## config.mk

```make
export PLATFORM = sky130hd
export DESIGN_NAME = tasc_touch_ctrl
export DESIGN_NICKNAME = d
export VERILOG_FILES = /design/src/logic/tasc_pkg.sv /design/src/logic/tasc_pin_sync.sv /design/src/logic/tasc_touch_ctrl.sv
export SDC_FILE = /design/constraint.sdc
export NUM_CORES = 1
export LEC_CHECK = 0
export BUFFER_PORTS_ARGS = -buffer_cell sky130_fd_sc_hd__buf_4
export CAP_MARGIN = 20
export CORE_MARGIN = 5
export CORE_UTILIZATION = 48
export DETAILED_ROUTE_END_ITERATION = 8
export PLACE_DENSITY_LB_ADDON = 0.08
export SYNTH_ARGS = -nofsm -noshare
export SYNTH_HDL_FRONTEND = slang
export SYNTH_HIERARCHICAL = 1
export SYNTH_SLANG_ARGS = --single-unit
```

## constraint.sdc

```tcl
create_clock -name core_clk_i -period 4.3 [get_ports core_clk_i]
set_input_delay 0.645 -clock core_clk_i [delete_from_list [all_inputs] [get_ports core_clk_i]]
set_output_delay 0.645 -clock core_clk_i [all_outputs]
set_load 0.02 [all_outputs]
```

## src/logic/tasc_pkg.sv

```systemverilog
// Package of constants and types for the touch converter serial control block
package tasc_pkg;

   // Control word layout, shifted in most significant bit first
   localparam int unsigned CMD_WIDTH        = 8;
   localparam int unsigned CMD_START_POS    = 7;
   localparam int unsigned CMD_CHAN_MSB     = 6;
   localparam int unsigned CMD_CHAN_LSB     = 4;
   localparam int unsigned CMD_MODE_POS     = 3;
   localparam int unsigned CMD_REF_POS      = 2;
   localparam int unsigned CMD_PD_MSB       = 1;
   localparam int unsigned CMD_PD_LSB       = 0;

   // Conversion figures
   localparam int unsigned RESULT_WIDTH     = 12;
   localparam int unsigned RESULT_NARROW    = 8;
   localparam int unsigned FRAME_CLOCKS     = 24;
   localparam int unsigned CNT_WIDTH        = 5;
   localparam logic [CNT_WIDTH-1:0] CNT_CMD_DONE  = 5'h08;
   localparam logic [CNT_WIDTH-1:0] CNT_FRAME_END = 5'h18;

   // Channel address codes and mode encodings
   localparam logic [2:0] CHAN_Y_POS        = 3'h1;
   localparam logic [2:0] CHAN_X_POS        = 3'h5;
   localparam logic       MODE_12BIT        = 1'h0;
   localparam logic       MODE_8BIT         = 1'h1;
   localparam logic [1:0] PD_IRQ_OFF        = 2'h3;

   // Reset value of the control word: low power, touch interrupt on
   localparam logic [7:0] CMD_RESET         = 8'h00;

   typedef struct packed {
      logic       start;
      logic [2:0] channel_address_field;
      logic       mode_bit;
      logic       reference_type_bit;
      logic [1:0] power_down_field;
   } tasc_cmd_type;

   typedef enum logic [1:0] {
      ST_IDLE = 2'b00,
      ST_CMD  = 2'b01,
      ST_CONV = 2'b10
   } tasc_state_type;

   // Converter setting seen by the analog front end
   typedef struct packed {
      logic [2:0] channel;
      logic       single_ended;
      logic [1:0] power_mode;
      logic       narrow;
   } tasc_setting_type;

endpackage

```

## src/logic/tasc_pin_sync.sv

```systemverilog
// Two-stage synchroniser with edge detection for pins from outside the clock domain
`timescale 1ns/1ps
`default_nettype none
module tasc_pin_sync #(
   parameter int unsigned WIDTH = 1
) (
   // Clock and reset
   input  wire logic             core_clk_i,
   input  wire logic             rst_n_i,
   // Asynchronous pins
   input  wire logic [WIDTH-1:0] pin_i,
   // Synchronised level and edges
   output logic      [WIDTH-1:0] level_o,
   output logic      [WIDTH-1:0] rise_o,
   output logic      [WIDTH-1:0] fall_o
);
   import tasc_pkg::*;

   typedef struct packed {
      logic [WIDTH-1:0] meta;
      logic [WIDTH-1:0] sync;
      logic [WIDTH-1:0] last;
   } tasc_sync_type;

   tasc_sync_type sync_reg;
   tasc_sync_type sync_next;

   always_comb begin
      sync_next      = sync_reg;
      sync_next.meta = pin_i;
      sync_next.sync = sync_reg.meta;
      sync_next.last = sync_reg.sync;
   end

   always_ff @(posedge core_clk_i or negedge rst_n_i) begin
      if (!rst_n_i) begin
         sync_reg <= '0;
      end else begin
         sync_reg <= sync_next;
      end
   end

   // Edges compare the second and third stages only
   genvar g;
   generate
      for (g = 0; g < WIDTH; g++) begin : g_bit
         assign level_o[g] = sync_reg.sync[g];
         assign rise_o[g]  = sync_reg.sync[g] & ~sync_reg.last[g];
         assign fall_o[g]  = ~sync_reg.sync[g] & sync_reg.last[g];
      end
   endgenerate

endmodule
`default_nettype wire

```

## src/logic/tasc_touch_ctrl.sv

```systemverilog
// Touch converter serial control: pen interrupt, command shift-in, result shift-out
`timescale 1ns/1ps
`default_nettype none

// How it works
// - With no touch the interrupt output rests high.
// - A pressed panel drives the interrupt output low toward the host outside frames, unless bits 1 and 0 are both set.
// - The control word is eight bits shifted in msb first, the first high bit being the start.
// - Bits 6 to 4 address the channel and, with the reference bit, set the input mux.
// - Bit 3 picks a 12-bit result when clear and an 8-bit result when set.
// - Bit 2 picks single-ended or differential reference together with the channel bits.
// - Bits 1 and 0 select the power-down behaviour.
// - The host serial clock paces transfers and also drives the conversion itself.
// - One conversion frame lasts 24 serial clocks.
// - Positions are converted to 12-bit X and Y values, or 8-bit ones when bit 3 is set.
module tasc_touch_ctrl #(
   parameter int unsigned DATA_WIDTH = tasc_pkg::RESULT_WIDTH
) (
   // Clock and reset
   input  wire logic                      core_clk_i,
   input  wire logic                      rst_n_i,
   // Serial link pins from the host
   input  wire logic                      conversion_shift_clock_i,
   input  wire logic                      converter_select_n_i,
   input  wire logic                      command_serial_i,
   // Serial link pins to the host
   output logic                           result_serial_output_o,
   output logic                           touch_interrupt_n_o,
   output logic                           converter_busy_o,
   // Panel front end
   input  wire logic                      panel_touched_i,
   input  wire logic [DATA_WIDTH-1:0]     panel_x_i,
   input  wire logic [DATA_WIDTH-1:0]     panel_y_i,
   input  wire logic [DATA_WIDTH-1:0]     panel_aux_i,
   // Converter setting decoded from the last control word
   output var tasc_pkg::tasc_setting_type setting_o
);
   import tasc_pkg::*;

   localparam int unsigned SYNC_W = 3 + 3 * DATA_WIDTH;

   typedef struct packed {
      tasc_state_type        state;
      logic [CNT_WIDTH-1:0]  clk_cnt;
      logic [CMD_WIDTH-1:0]  cmd_shift;
      tasc_cmd_type          cmd;
      logic [DATA_WIDTH-1:0] result_shift;
      logic                  dout;
      logic                  irq_n;
      logic                  busy;
      tasc_setting_type      setting;
      logic [1:0]            cs_sync;
   } tasc_ctrl_type;

   tasc_ctrl_type ctrl_reg;
   tasc_ctrl_type ctrl_next;

   logic [SYNC_W-1:0] pins_level;
   logic [SYNC_W-1:0] pins_rise;
   logic [SYNC_W-1:0] pins_fall;

   // Panel words are sampled while the panel is steady; bit skew is tolerated
   tasc_pin_sync #(
      .WIDTH (SYNC_W)
   ) u_sync (
      .core_clk_i (core_clk_i),
      .rst_n_i    (rst_n_i),
      .pin_i      ({panel_aux_i, panel_y_i, panel_x_i, panel_touched_i,
                    command_serial_i, conversion_shift_clock_i}),
      .level_o    (pins_level),
      .rise_o     (pins_rise),
      .fall_o     (pins_fall)
   );

   logic                  dclk_rise;
   logic                  dclk_fall;
   logic                  din;
   logic                  touched;
   logic                  selected;
   logic [DATA_WIDTH-1:0] x_val;
   logic [DATA_WIDTH-1:0] y_val;
   logic [DATA_WIDTH-1:0] aux_val;

   assign dclk_rise = pins_rise[0];
   assign dclk_fall = pins_fall[0];
   assign din       = pins_level[1];
   assign touched   = pins_level[2];
   assign x_val     = pins_level[3 +: DATA_WIDTH];
   assign y_val     = pins_level[3 + DATA_WIDTH +: DATA_WIDTH];
   assign aux_val   = pins_level[3 + 2 * DATA_WIDTH +: DATA_WIDTH];

   // Chip select has its own two stages in the state struct, resting deselected
   assign selected = ~ctrl_reg.cs_sync[1];

   // Picks the converted value for a channel address and reference setting
   function automatic logic [DATA_WIDTH-1:0] pick_sample(
      input tasc_cmd_type          c,
      input logic [DATA_WIDTH-1:0] xv,
      input logic [DATA_WIDTH-1:0] yv,
      input logic [DATA_WIDTH-1:0] av
   );
      logic [DATA_WIDTH-1:0] v;
      v = av;
      if (c.channel_address_field == CHAN_X_POS) begin
         v = xv;
      end else if (c.channel_address_field == CHAN_Y_POS) begin
         v = yv;
      end
      // Auxiliary inputs only measure against a single-ended reference
      if (!c.reference_type_bit && c.channel_address_field != CHAN_X_POS
          && c.channel_address_field != CHAN_Y_POS) begin
         v = '0;
      end
      if (c.mode_bit == MODE_8BIT) begin
         v = {v[DATA_WIDTH-1 -: RESULT_NARROW], {(DATA_WIDTH-RESULT_NARROW){1'b0}}};
      end
      return v;
   endfunction

   tasc_cmd_type cmd_word;

   always_comb begin
      ctrl_next = ctrl_reg;
      cmd_word  = tasc_cmd_type'({ctrl_reg.cmd_shift[CMD_WIDTH-2:0], din});
      ctrl_next.cs_sync = {ctrl_reg.cs_sync[0], converter_select_n_i};

      unique case (ctrl_reg.state)
         ST_IDLE: begin
            ctrl_next.dout    = 1'b0;
            ctrl_next.clk_cnt = '0;
            // Leading low bits are ignored until the first high bit
            if (selected && dclk_rise && din) begin
               ctrl_next.state     = ST_CMD;
               ctrl_next.clk_cnt   = CNT_WIDTH'(1);
               ctrl_next.cmd_shift = CMD_WIDTH'(1);
               ctrl_next.busy      = 1'b1;
            end
         end
         ST_CMD: begin
            if (dclk_rise) begin
               ctrl_next.clk_cnt   = ctrl_reg.clk_cnt + CNT_WIDTH'(1);
               ctrl_next.cmd_shift = cmd_word;
               if (ctrl_reg.clk_cnt + CNT_WIDTH'(1) == CNT_CMD_DONE) begin
                  ctrl_next.state = ST_CONV;
                  ctrl_next.cmd   = cmd_word;
                  ctrl_next.setting.channel      = cmd_word.channel_address_field;
                  ctrl_next.setting.single_ended = cmd_word.reference_type_bit;
                  ctrl_next.setting.power_mode   = cmd_word.power_down_field;
                  ctrl_next.setting.narrow       = cmd_word.mode_bit;
                  // Sample taken at the end of the command, 12-bit wide
                  ctrl_next.result_shift = pick_sample(cmd_word, x_val, y_val, aux_val);
               end
            end
         end
         ST_CONV: begin
            // Result leaves msb first, one bit per falling serial clock edge
            if (dclk_fall) begin
               ctrl_next.dout         = ctrl_reg.result_shift[DATA_WIDTH-1];
               ctrl_next.result_shift = {ctrl_reg.result_shift[DATA_WIDTH-2:0], 1'b0};
            end
            if (dclk_rise) begin
               ctrl_next.clk_cnt = ctrl_reg.clk_cnt + CNT_WIDTH'(1);
               if (ctrl_reg.clk_cnt + CNT_WIDTH'(1) == CNT_FRAME_END) begin
                  ctrl_next.state = ST_IDLE;
                  ctrl_next.busy  = 1'b0;
                  ctrl_next.dout  = 1'b0;
               end
            end
         end
         default: begin
            ctrl_next.state = ST_IDLE;
         end
      endcase

      // Raising chip select abandons any frame in progress
      if (!selected) begin
         ctrl_next.state        = ST_IDLE;
         ctrl_next.busy         = 1'b0;
         ctrl_next.dout         = 1'b0;
         ctrl_next.clk_cnt      = '0;
         ctrl_next.result_shift = '0;
      end

      // Interrupt follows the panel unless powered-on mode disables it or a frame runs
      ctrl_next.irq_n = 1'b1;
      if (touched && ctrl_next.setting.power_mode != PD_IRQ_OFF
          && ctrl_next.state == ST_IDLE) begin
         ctrl_next.irq_n = 1'b0;
      end
   end

   always_ff @(posedge core_clk_i or negedge rst_n_i) begin
      if (!rst_n_i) begin
         ctrl_reg                      <= '0;
         ctrl_reg.state                <= ST_IDLE;
         ctrl_reg.irq_n                <= 1'b1;
         ctrl_reg.cmd                  <= tasc_cmd_type'(CMD_RESET);
         ctrl_reg.cs_sync              <= '1;
      end else begin
         ctrl_reg <= ctrl_next;
      end
   end

   assign result_serial_output_o = ctrl_reg.dout;
   assign touch_interrupt_n_o    = ctrl_reg.irq_n;
   assign converter_busy_o       = ctrl_reg.busy;
   assign setting_o              = ctrl_reg.setting;

endmodule
`default_nettype wire

```

==> results of run 1 <==
-- worst max-delay path: stages (launching register included) --
cell and delay (ns):
dfrtp_1 0.45, inv_1 0.11, ha_1 0.43, nor2_1 0.27, a21oi_1 0.06, a21oi_1 0.78
mux2_2 0.41
-- power by group through the flow --
stage / logic (mW) / clock network, mW / registers, mW
floorplan: 0.0551 / 0 / 1.17
global placement: 0.0888 / 0 / 1.17
detailed placement: 0.0891 / 0 / 1.17
CTS: 0.0892 / 1.47 / 1.15
global route: 0.0981 / 1.52 / 1.16
finish: 0.0863 / 1.44 / 1.15
-- final timing paths --
| kind | slack, ns | to | from | cells past startpoint |
|---|---|---|---|---|
| setup / recovery | 1.65 | ctrl_reg[12] | ctrl_reg[45] | 6 |
| hold / removal | 0.19 | ctrl_reg[43] | rst_n_i | 1 |
| setup reg to reg | 1.65 | ctrl_reg[12] | ctrl_reg[45] | 6 |
| hold reg to reg | 0.35 | u_sync/level_o[15] | u_sync/sync_next[54] | 0 |
| max in group asynchronous | 3.19 | ctrl_reg[1] | rst_n_i | 2 |
| min in group core_clk_i | 0.24 | u_sync/sync_next[53] | panel_x_i[11] | 1 |
-- area by class of cell --
class / instances / area, sq um
clock buffer: 18 / 428
tap: 111 / 139
sequential: 116 / 2910
timing repair buffer: 53 / 398
multi-input combinational: 166 / 1120
fill: 763 / 3950
inverter: 6 / 22.5
clock inverter: 14 / 190
-- metal layers --
| metal | vias up | routed length (um) | global-route usage | part of all wire |
|---|---|---|---|---|
| met5 | - | 0 | 0 | 0 |
| met4 | 0 | 64 | 0.0548 | 0.0090 |
| met3 | 7 | 240 | 0.0474 | 0.034 |
| met2 | 43 | 3530 | 0.207 | 0.50 |
| met1 | 1196 | 3240 | 0.175 | 0.46 |
| li1 | 1174 | - | - | - |
-- metrics by stage --
step / power, mW / hold WS (ns)
6_report: 2.67 / 0.193
5_1_grt: 2.78 / 0.211
4_1_cts: 2.71 / 0.200
3_5_place_dp: 1.26 / 0.335
3_3_place_gp: 1.26 / 0.332
2_1_floorplan: 1.22 / 0.331
-- cell usage in the layout (no fill, tap or decap), types with 2 or more instances in the layout --
cell type	n
xor2_1	2
ha_1	5
mux2i_1	14
and2b_2	2
inv_1	6
clkbuf_16	16
mux2_2	8
and2b_1	2
a22o_1	13
buf_4	53
clkinv_4	3
o21ai_0	16
a21oi_1	18
nand3_1	5
clkbuf_8	2
inv_8	2
a221o_1	3
inv_6	5
nand2_1	20
dfrtp_1	113
nand2b_1	3
nor2b_1	2
bufinv_16	3
o21a_1	2
dfstp_2	3
nor2_1	23
==> metrics.yaml, run 1 <==
run_status:
  status: "completed"
route:
  via_per_inst: 5.00
  routed-via-count: 2420
  drt_wl_total_mm: 7.08
  firstDrtPassIters: 4
  wl_per_cell_um: 14.6
  drc_errors: 0
  antenna_left: 0
  drt_iter0_drc: 101
synthesis:
  syn_area_per_cell_sq_um: 13.0
  synth_fp_nets: 391
  synthesis.area_sq_um: 4460
  syn_inst: 344
  yosys_warnings: 6
sta:
  hold_viol: 0
  max-slew-margin-rel: 0.360
  worst_slew_pin_slew_ns: 0.960
  drv_slew: 0
  fmaxAchievable_mhz: 378
  layout_setup_ws_ns: 1.65
  fin_crit_sh: 0.615
  fin_crit_ns: 2.65
  rsz0062_at_grt: "no"
  fin_setup_tns_ns: 0
  finClkSkew_ns: 0.0102
  finalSetupViolations: 0
pwr:
  p_clk_frac: 0.537
  p_leak_nw: 2.40
  p_int_mw: 2.09
  max-vdd-ir-drop_mv: 0.367
  power_density_nw_per_um2: 513
  netSwitchingPower_mw: 0.581
  comb_power_share: 0.032
  swShare: 0.217
  power_frac_seq: 0.431
clock_tree:
  clk_latency_ns: 0.50
  cts_tree: "yes"
  cts-resized-gates: 0
  cts-root-buf: "clkbuf_8"
  post-cts-setup-buffers: 0
  cts_max_path_buffers: 2
  clkTransAtPathRegs_ns: 0.06
  cts_sinks: 116
  cts_buffers: 17
  hold_buffers: 0
  htreeDepth: 4
global_route:
  grt_util_all_layers: 0.135
  grt_antenna_before_repair: 0
  grt_pass1_wl_mm: 11.7
  globalRouteOverflowTotal: 0
  grt_max_degree: 60
  grt_pass1_vias: 2450
worst_setup_path:
  end_kind: "flip-flop"
  worstSetupStartpointType: "flip-flop"
  cp.arrival_ns: 3.03
  crit_type: "reg2reg"
  cp_max_fo: 18
  crit_required_ns: 4.68
worst_hold_path:
  hold_path_class: "in2async"
layout:
  stdcell_count: 484
  final_area_sq_um: 5210
  final_nets: 407
  area_growth_pct: 16.7
  drive_gt1_frac: 0.279
  num_antenna_cells: 0
  final_util: 0.569
job:
  maxCapViolCount: 0
floorplan:
  ios: 52
  start_util: 0.488
  row_count: 35
  die_w_um: 106
  die_height_um: 106
  core_area_sq_um: 9150
  dieArea_sq_um: 11300
placed_design:
  placed_cell_area_sq_um: 4590
  dp_slack_ns: 1.67
  hpwl_mm: 4.56
  dp.cells: 452
  portBuffers: 51
  place.gp.congestion: 0.816
(Power assumes the default switching activity.)
==> inputs of run 2 (changes only) <==
ABC_AREA = 1   (was not set)
clock period = 2.2 ns   (was 4.3 ns; I/O delays follow)
==> run 2 against run 1 <==
  * Via count up 26%
  * Largest cell class unchanged
  * Sequential power up 96%
  * Cell count up 34%
  * Combinational power rose to 3.0 times the previous value
  * Sequential share of layout area down 6.4 points
==> metrics.yaml, run 2 <==
run_status:
  status: "completed"
clock_tree:
  cts_tree: "yes"
  cts_max_path_buffers: 2
  clk_latency_ns: 0.51
  cts_sinks: 116
  cts_buffers: 17
  clkTransAtPathRegs_ns: 0.05
  htreeDepth: 4
  cts-root-buf: "clkbuf_8"
global_route:
  use_met3: 0.0515
  grt_pass1_vias: 3074
  grt_antenna_before_repair: 0
  grt_max_degree: 57
  globalRouteOverflowTotal: 0
  grt_pass1_wl_mm: 14.3
  met2_usage: 0.263
  grt_use_met1: 0.188
  grt-busiest-layer: "met2"
  grt_util_all_layers: 0.159
pwr:
  power_frac_seq: 0.443
  p_leak_nw: 2.75
  netSwitchingPower_mw: 1.05
  power_density_nw_per_um2: 866
  swShare: 0.207
  max-vdd-ir-drop_mv: 0.731
  comb_power_share: 0.051
  p_int_mw: 4.04
  p_clk_frac: 0.506
sta:
  fin_crit_sh: 0.886
  max-slew-margin-rel: 0.632
  drv_slew: 0
  rsz0062_at_grt: "no"
  hold_viol: 0
  fin_setup_tns_ns: 0
  fmaxAchievable_mhz: 513
  fin_crit_ns: 1.95
  layout_setup_ws_ns: 0.251
  finClkSkew_ns: 0.00714
  finalSetupViolations: 0
  worst_slew_pin_slew_ns: 0.551
layout:
  drive_gt1_frac: 0.222
  final_nets: 550
  layout_common_cells: "dfrtp_1, nand2_1, buf_4, dlygate4sd3_1, nand3_1"
  nFillCells: 779
  area_growth_pct: 24.7
  ff_latch_area_sq_um: 2910
  num_antenna_cells: 0
  layout_commonest_cell: "dfrtp_1"
  multiInputGateArea_sq_um: 1260
route:
  firstDrtPassIters: 5
  via_per_inst: 4.70
  drt_iter0_drc: 151
  drt_wl_total_mm: 8.39
  wl_per_cell_um: 13.0
  routed-via-count: 3044
  drc_errors: 0
  antenna_left: 0
floorplan:
  core_area_sq_um: 9680
  die_w_um: 109
  dieArea_sq_um: 11900
  die_height_um: 109
  ios: 52
  start_util: 0.487
  row_count: 36
worst_setup_path:
  crit_path_frequent_cell: "inv_1"
  crit_required_ns: 2.58
  cpPeakStageDelay_ns: 0.47
  worstSetupStartpointType: "flip-flop"
  regToRegSetupSlack_ns: 0.25
  end_kind: "flip-flop"
  crit_chain: "ha_1, inv_1, nor2_4, inv_1, o211ai_1, inv_1, nand3_1, o21ai_0"
  crit_type: "reg2reg"
  critical_path.slowest_cell: "dfrtp_1"
  cp.arrival_ns: 2.33
  critPathLaunch: "ctrl_reg[45]"
  r2r-start: "ctrl_reg[45]"
  cp_max_fo: 6
synthesis:
  synth_fp_nets: 489
  syn_inst: 442
  synthesis.area_sq_um: 4710
  syn_area_per_cell_sq_um: 10.7
  yosys_warnings: 6
job:
  maxCapViolCount: 0
placed_design:
  hpwl_mm: 5.17
  place.gp.congestion: 0.851
  portBuffers: 51
  dp_slack_ns: 0.246
worst_hold_path:
  hp-start: "u_sync/sync_next[74]"
  hold_path_class: "reg2reg"
-- run 2: critical path, delay by kind of cell (launching register included) --
kind / cells / cell delay (ns)
AO/OA/AOI/OAI: 2 / 0.40
adder cells (fa/ha/maj): 1 / 0.32
buffers and inverters: 3 / 0.40
flip-flops: 1 / 0.47
AND/OR/NAND/NOR: 2 / 0.21
-- run 2: metrics by stage --
step	utilization	cells	hold slack [ns]	total power [mW]	cell area, sq um
global placement	0.504	575	0.334	2.49	4880
global route	0.607	647	0.348	5.29	5880
detailed placement	0.504	575	0.335	2.49	4880
floorplan	-	442	0.0344	2.41	4710
CTS	0.605	646	0.345	5.15	5860
finish	0.607	647	0.345	5.09	5880
-- run 2: repair_timing --
item,CTS,global route
endpoints found under the setup margin,0,2
gates resized for setup,0,1
hold buffers,41,0
hold endpoints to repair,75,0
buffers inserted,0,0
-- run 2: worst paths after layout --
check	endpoint	cells after the start
worst max-delay path	ctrl_reg[40]	8
worst min-delay path	u_sync/level_o[35]	0
worst max register to register	ctrl_reg[40]	8
worst min register to register	u_sync/level_o[35]	0
max in group asynchronous	ctrl_reg[22]	3
min in group asynchronous	setting_o[3]	2
-- run 2: power groups by stage --
stage | sequential, mW | combinational [mW] | clock (mW)
2_1_floorplan | 2.29 | 0.128 | 0
3_3_place_gp | 2.29 | 0.199 | 0
3_5_place_dp | 2.29 | 0.202 | 0
4_1_cts | 2.25 | 0.259 | 2.64
5_1_grt | 2.26 | 0.291 | 2.73
6_report | 2.25 | 0.259 | 2.58
-- run 2: layout make-up --
| type | instances | area share |
|---|---|---|
| repair buffers | 101 | 0.149 |
| flip-flops and latches | 116 | 0.495 |
| well taps | 133 | 0.0283 |
| clock inverters | 9 | 0.0179 |
| multi-input cells | 238 | 0.214 |
| clock buffers | 21 | 0.0781 |
| inverters | 29 | 0.0187 |
-- run 2: routing by layer --
layer,vias up,routed length (um)
met3,12,392
met5,-,0
met2,63,4140
met1,1447,3740
li1,1522,-
met4,0,123
==> inputs of run 3 (changes only) <==
GPL_TIMING_DRIVEN = 0   (was not set)
==> run 3 against run 2 <==
  * Hold slack got worse by 0.0018 ns
  * Register-to-register slack improved by 0.02 ns
  * Die area is the same
  * Non-clock buffer count rose by 52
  * Via count up 5.0%
  * Worst setup slack gained 0.016 ns
  * Global-route usage rose by 0.28 points
  * Largest power group unchanged
  * Sequential share of layout area decreased by 3.3 points
  * Sequential power is essentially flat
  * Combinational power grew 22%
==> metrics.yaml, run 3 (synthesis gave the netlist of run 2 again) <==
floorplan:
  core_area_sq_um: 9680
  row_count: 36
  ios: 52
  dieArea_sq_um: 11900
  die_height_um: 109
  die_w_um: 109
  start_util: 0.487
sta:
  fmaxAchievable_mhz: 518
  max-slew-margin-rel: 0.509
  finalSetupViolations: 0
  fin_crit_sh: 0.878
  layout_setup_ws_ns: 0.268
  fin_crit_ns: 1.93
  rsz0062_at_grt: "no"
  drv_slew: 0
  hold_viol: 0
  fin_setup_tns_ns: 0
  finClkSkew_ns: 0.00564
  worst_slew_pin_slew_ns: 0.736
global_route:
  grt_antenna_before_repair: 0
  grt_util_all_layers: 0.162
  grt_max_degree: 62
  globalRouteOverflowTotal: 0
  grt_pass1_vias: 3192
  grt_pass1_wl_mm: 14.7
worst_setup_path:
  crit_chain: "inv_1, ha_1, inv_1, nor2_4, inv_1, o211ai_1, inv_1, nand3_1, o21ai_0"
  cpPeakStageDelay_ns: 0.40
  regToRegSetupSlack_ns: 0.27
  critPathTopFamily: "buffers and inverters"
  end_kind: "flip-flop"
  crit_type: "reg2reg"
  cp.arrival_ns: 2.33
  crit_path_frequent_cell: "inv_1"
  crit_required_ns: 2.60
  worst-path-buf-inv: 4
  worstSetupStartpointType: "flip-flop"
  cp_max_fo: 5
  critical_path.slowest_cell: "dfrtp_1"
pwr:
  power_density_nw_per_um2: 842
  max-vdd-ir-drop_mv: 0.510
  netSwitchingPower_mw: 1.16
  comb_power_share: 0.059
  power_mw: 5.30
  power_frac_seq: 0.425
  swShare: 0.219
  p_leak_nw: 3.03
  p_clk_frac: 0.516
  p_int_mw: 4.13
placed_design:
  place.gp.congestion: 0.841
  hpwl_mm: 5.53
  portBuffers: 51
  placed_cell_area_sq_um: 5290
  dp_slack_ns: 0.151
clock_tree:
  cts_tree: "yes"
  cts_sinks: 116
  clk_latency_ns: 0.51
  cts_max_path_buffers: 2
  cts-root-buf: "clkbuf_8"
  htreeDepth: 4
  post-cts-setup-buffers: 0
  cts_buffers: 17
  clkTransAtPathRegs_ns: 0.06
layout:
  layout_commonest_cell: "dfrtp_1"
  nFillCells: 744
  final_area_sq_um: 6290
  ff_latch_area_sq_um: 2910
  multiInputGateArea_sq_um: 1240
  area_growth_pct: 33.5
  final_nets: 601
  final_util: 0.650
  layout_common_cells: "dfrtp_1, buf_4, nand2_1, dlygate4sd3_1, nand3_1"
  num_antenna_cells: 0
  drive_gt1_frac: 0.292
route:
  firstDrtPassIters: 4
  drt_iter0_drc: 110
  antenna_left: 0
  wl_per_cell_um: 12.2
  via_per_inst: 4.57
  drc_errors: 0
  drt_wl_total_mm: 8.53
  routed-via-count: 3195
worst_hold_path:
  hold_path_class: "reg2reg"
run_status:
  status: "completed"
job:
  maxCapViolCount: 0
[run 3: cell types whose count changed in the layout (fill, tap and decap cells not counted), moves of 2 or more]
cell and delta:
buf_2 +5, buf_4 +38, clkbuf_1 +2, clkbuf_8 +2
clkinv_4 +2, clkinvlp_4 -2, inv_6 +5
[run 3: area by class of cell]
class / count / area share
multi-input cells: 237 / 0.197
clock inverters: 14 / 0.0280
plain buffers: 60 / 0.0734
clock buffers: 17 / 0.0658
repair buffers: 93 / 0.130
flip-flops and latches: 116 / 0.462
well taps: 133 / 0.0264
inverters: 29 / 0.0175
[run 3: worst reg2reg max path: stages (launching register included)]
cell	delay, ns
dfrtp_1	0.40
inv_1	0.13
ha_1	0.29
inv_1	0.14
nor2_4	0.12
inv_1	0.09
o211ai_1	0.32
inv_1	0.16
nand3_1	0.10
o21ai_0	0.07
[run 3: path summary, 6_finish.rpt]
check,endpoint,depth (start not counted),startpoint
min reg2reg,u_sync/level_o[1],0,u_sync/sync_next[40]
max,ctrl_reg[40],9,ctrl_reg[46]
min in group asynchronous,setting_o[4],2,rst_n_i
max in group asynchronous,u_sync/level_o[22],3,rst_n_i
min,u_sync/level_o[1],0,u_sync/sync_next[40]
max reg2reg,ctrl_reg[40],9,ctrl_reg[46]
[run 3: power by group through the flow]
stage	logic, mW	clock network [mW]	registers [mW]
2_1_floorplan	0.128	0	2.29
3_3_place_gp	0.250	0	2.29
3_5_place_dp	0.262	0	2.29
4_1_cts	0.320	2.79	2.25
5_1_grt	0.350	2.88	2.26
6_report	0.315	2.73	2.25
[run 3: layer usage]
metal,track usage,share of wire,wire length (um),vias to the layer above
met3,0.0444,0.044,371,6
met4,0.0703,0.010,89,0
li1,-,-,-,1625
met1,0.203,0.45,3820,1492
met5,0,0,0,-
met2,0.263,0.50,4240,72
[run 3: repair_timing]
action	in CTS	in global routing
resized for setup	0	1
hold buffers	41	0
endpoints found under the hold margin	92	0
setup endpoints to repair	0	6
[run 3: per-stage QoR]
step                      hold WS [ns]  std cells
after floorplan                 0.0344        442
after global placement           0.334        626
after detailed placement         0.335        627
after CTS                        0.345        699
after global routing             0.344        699
final                            0.343        699
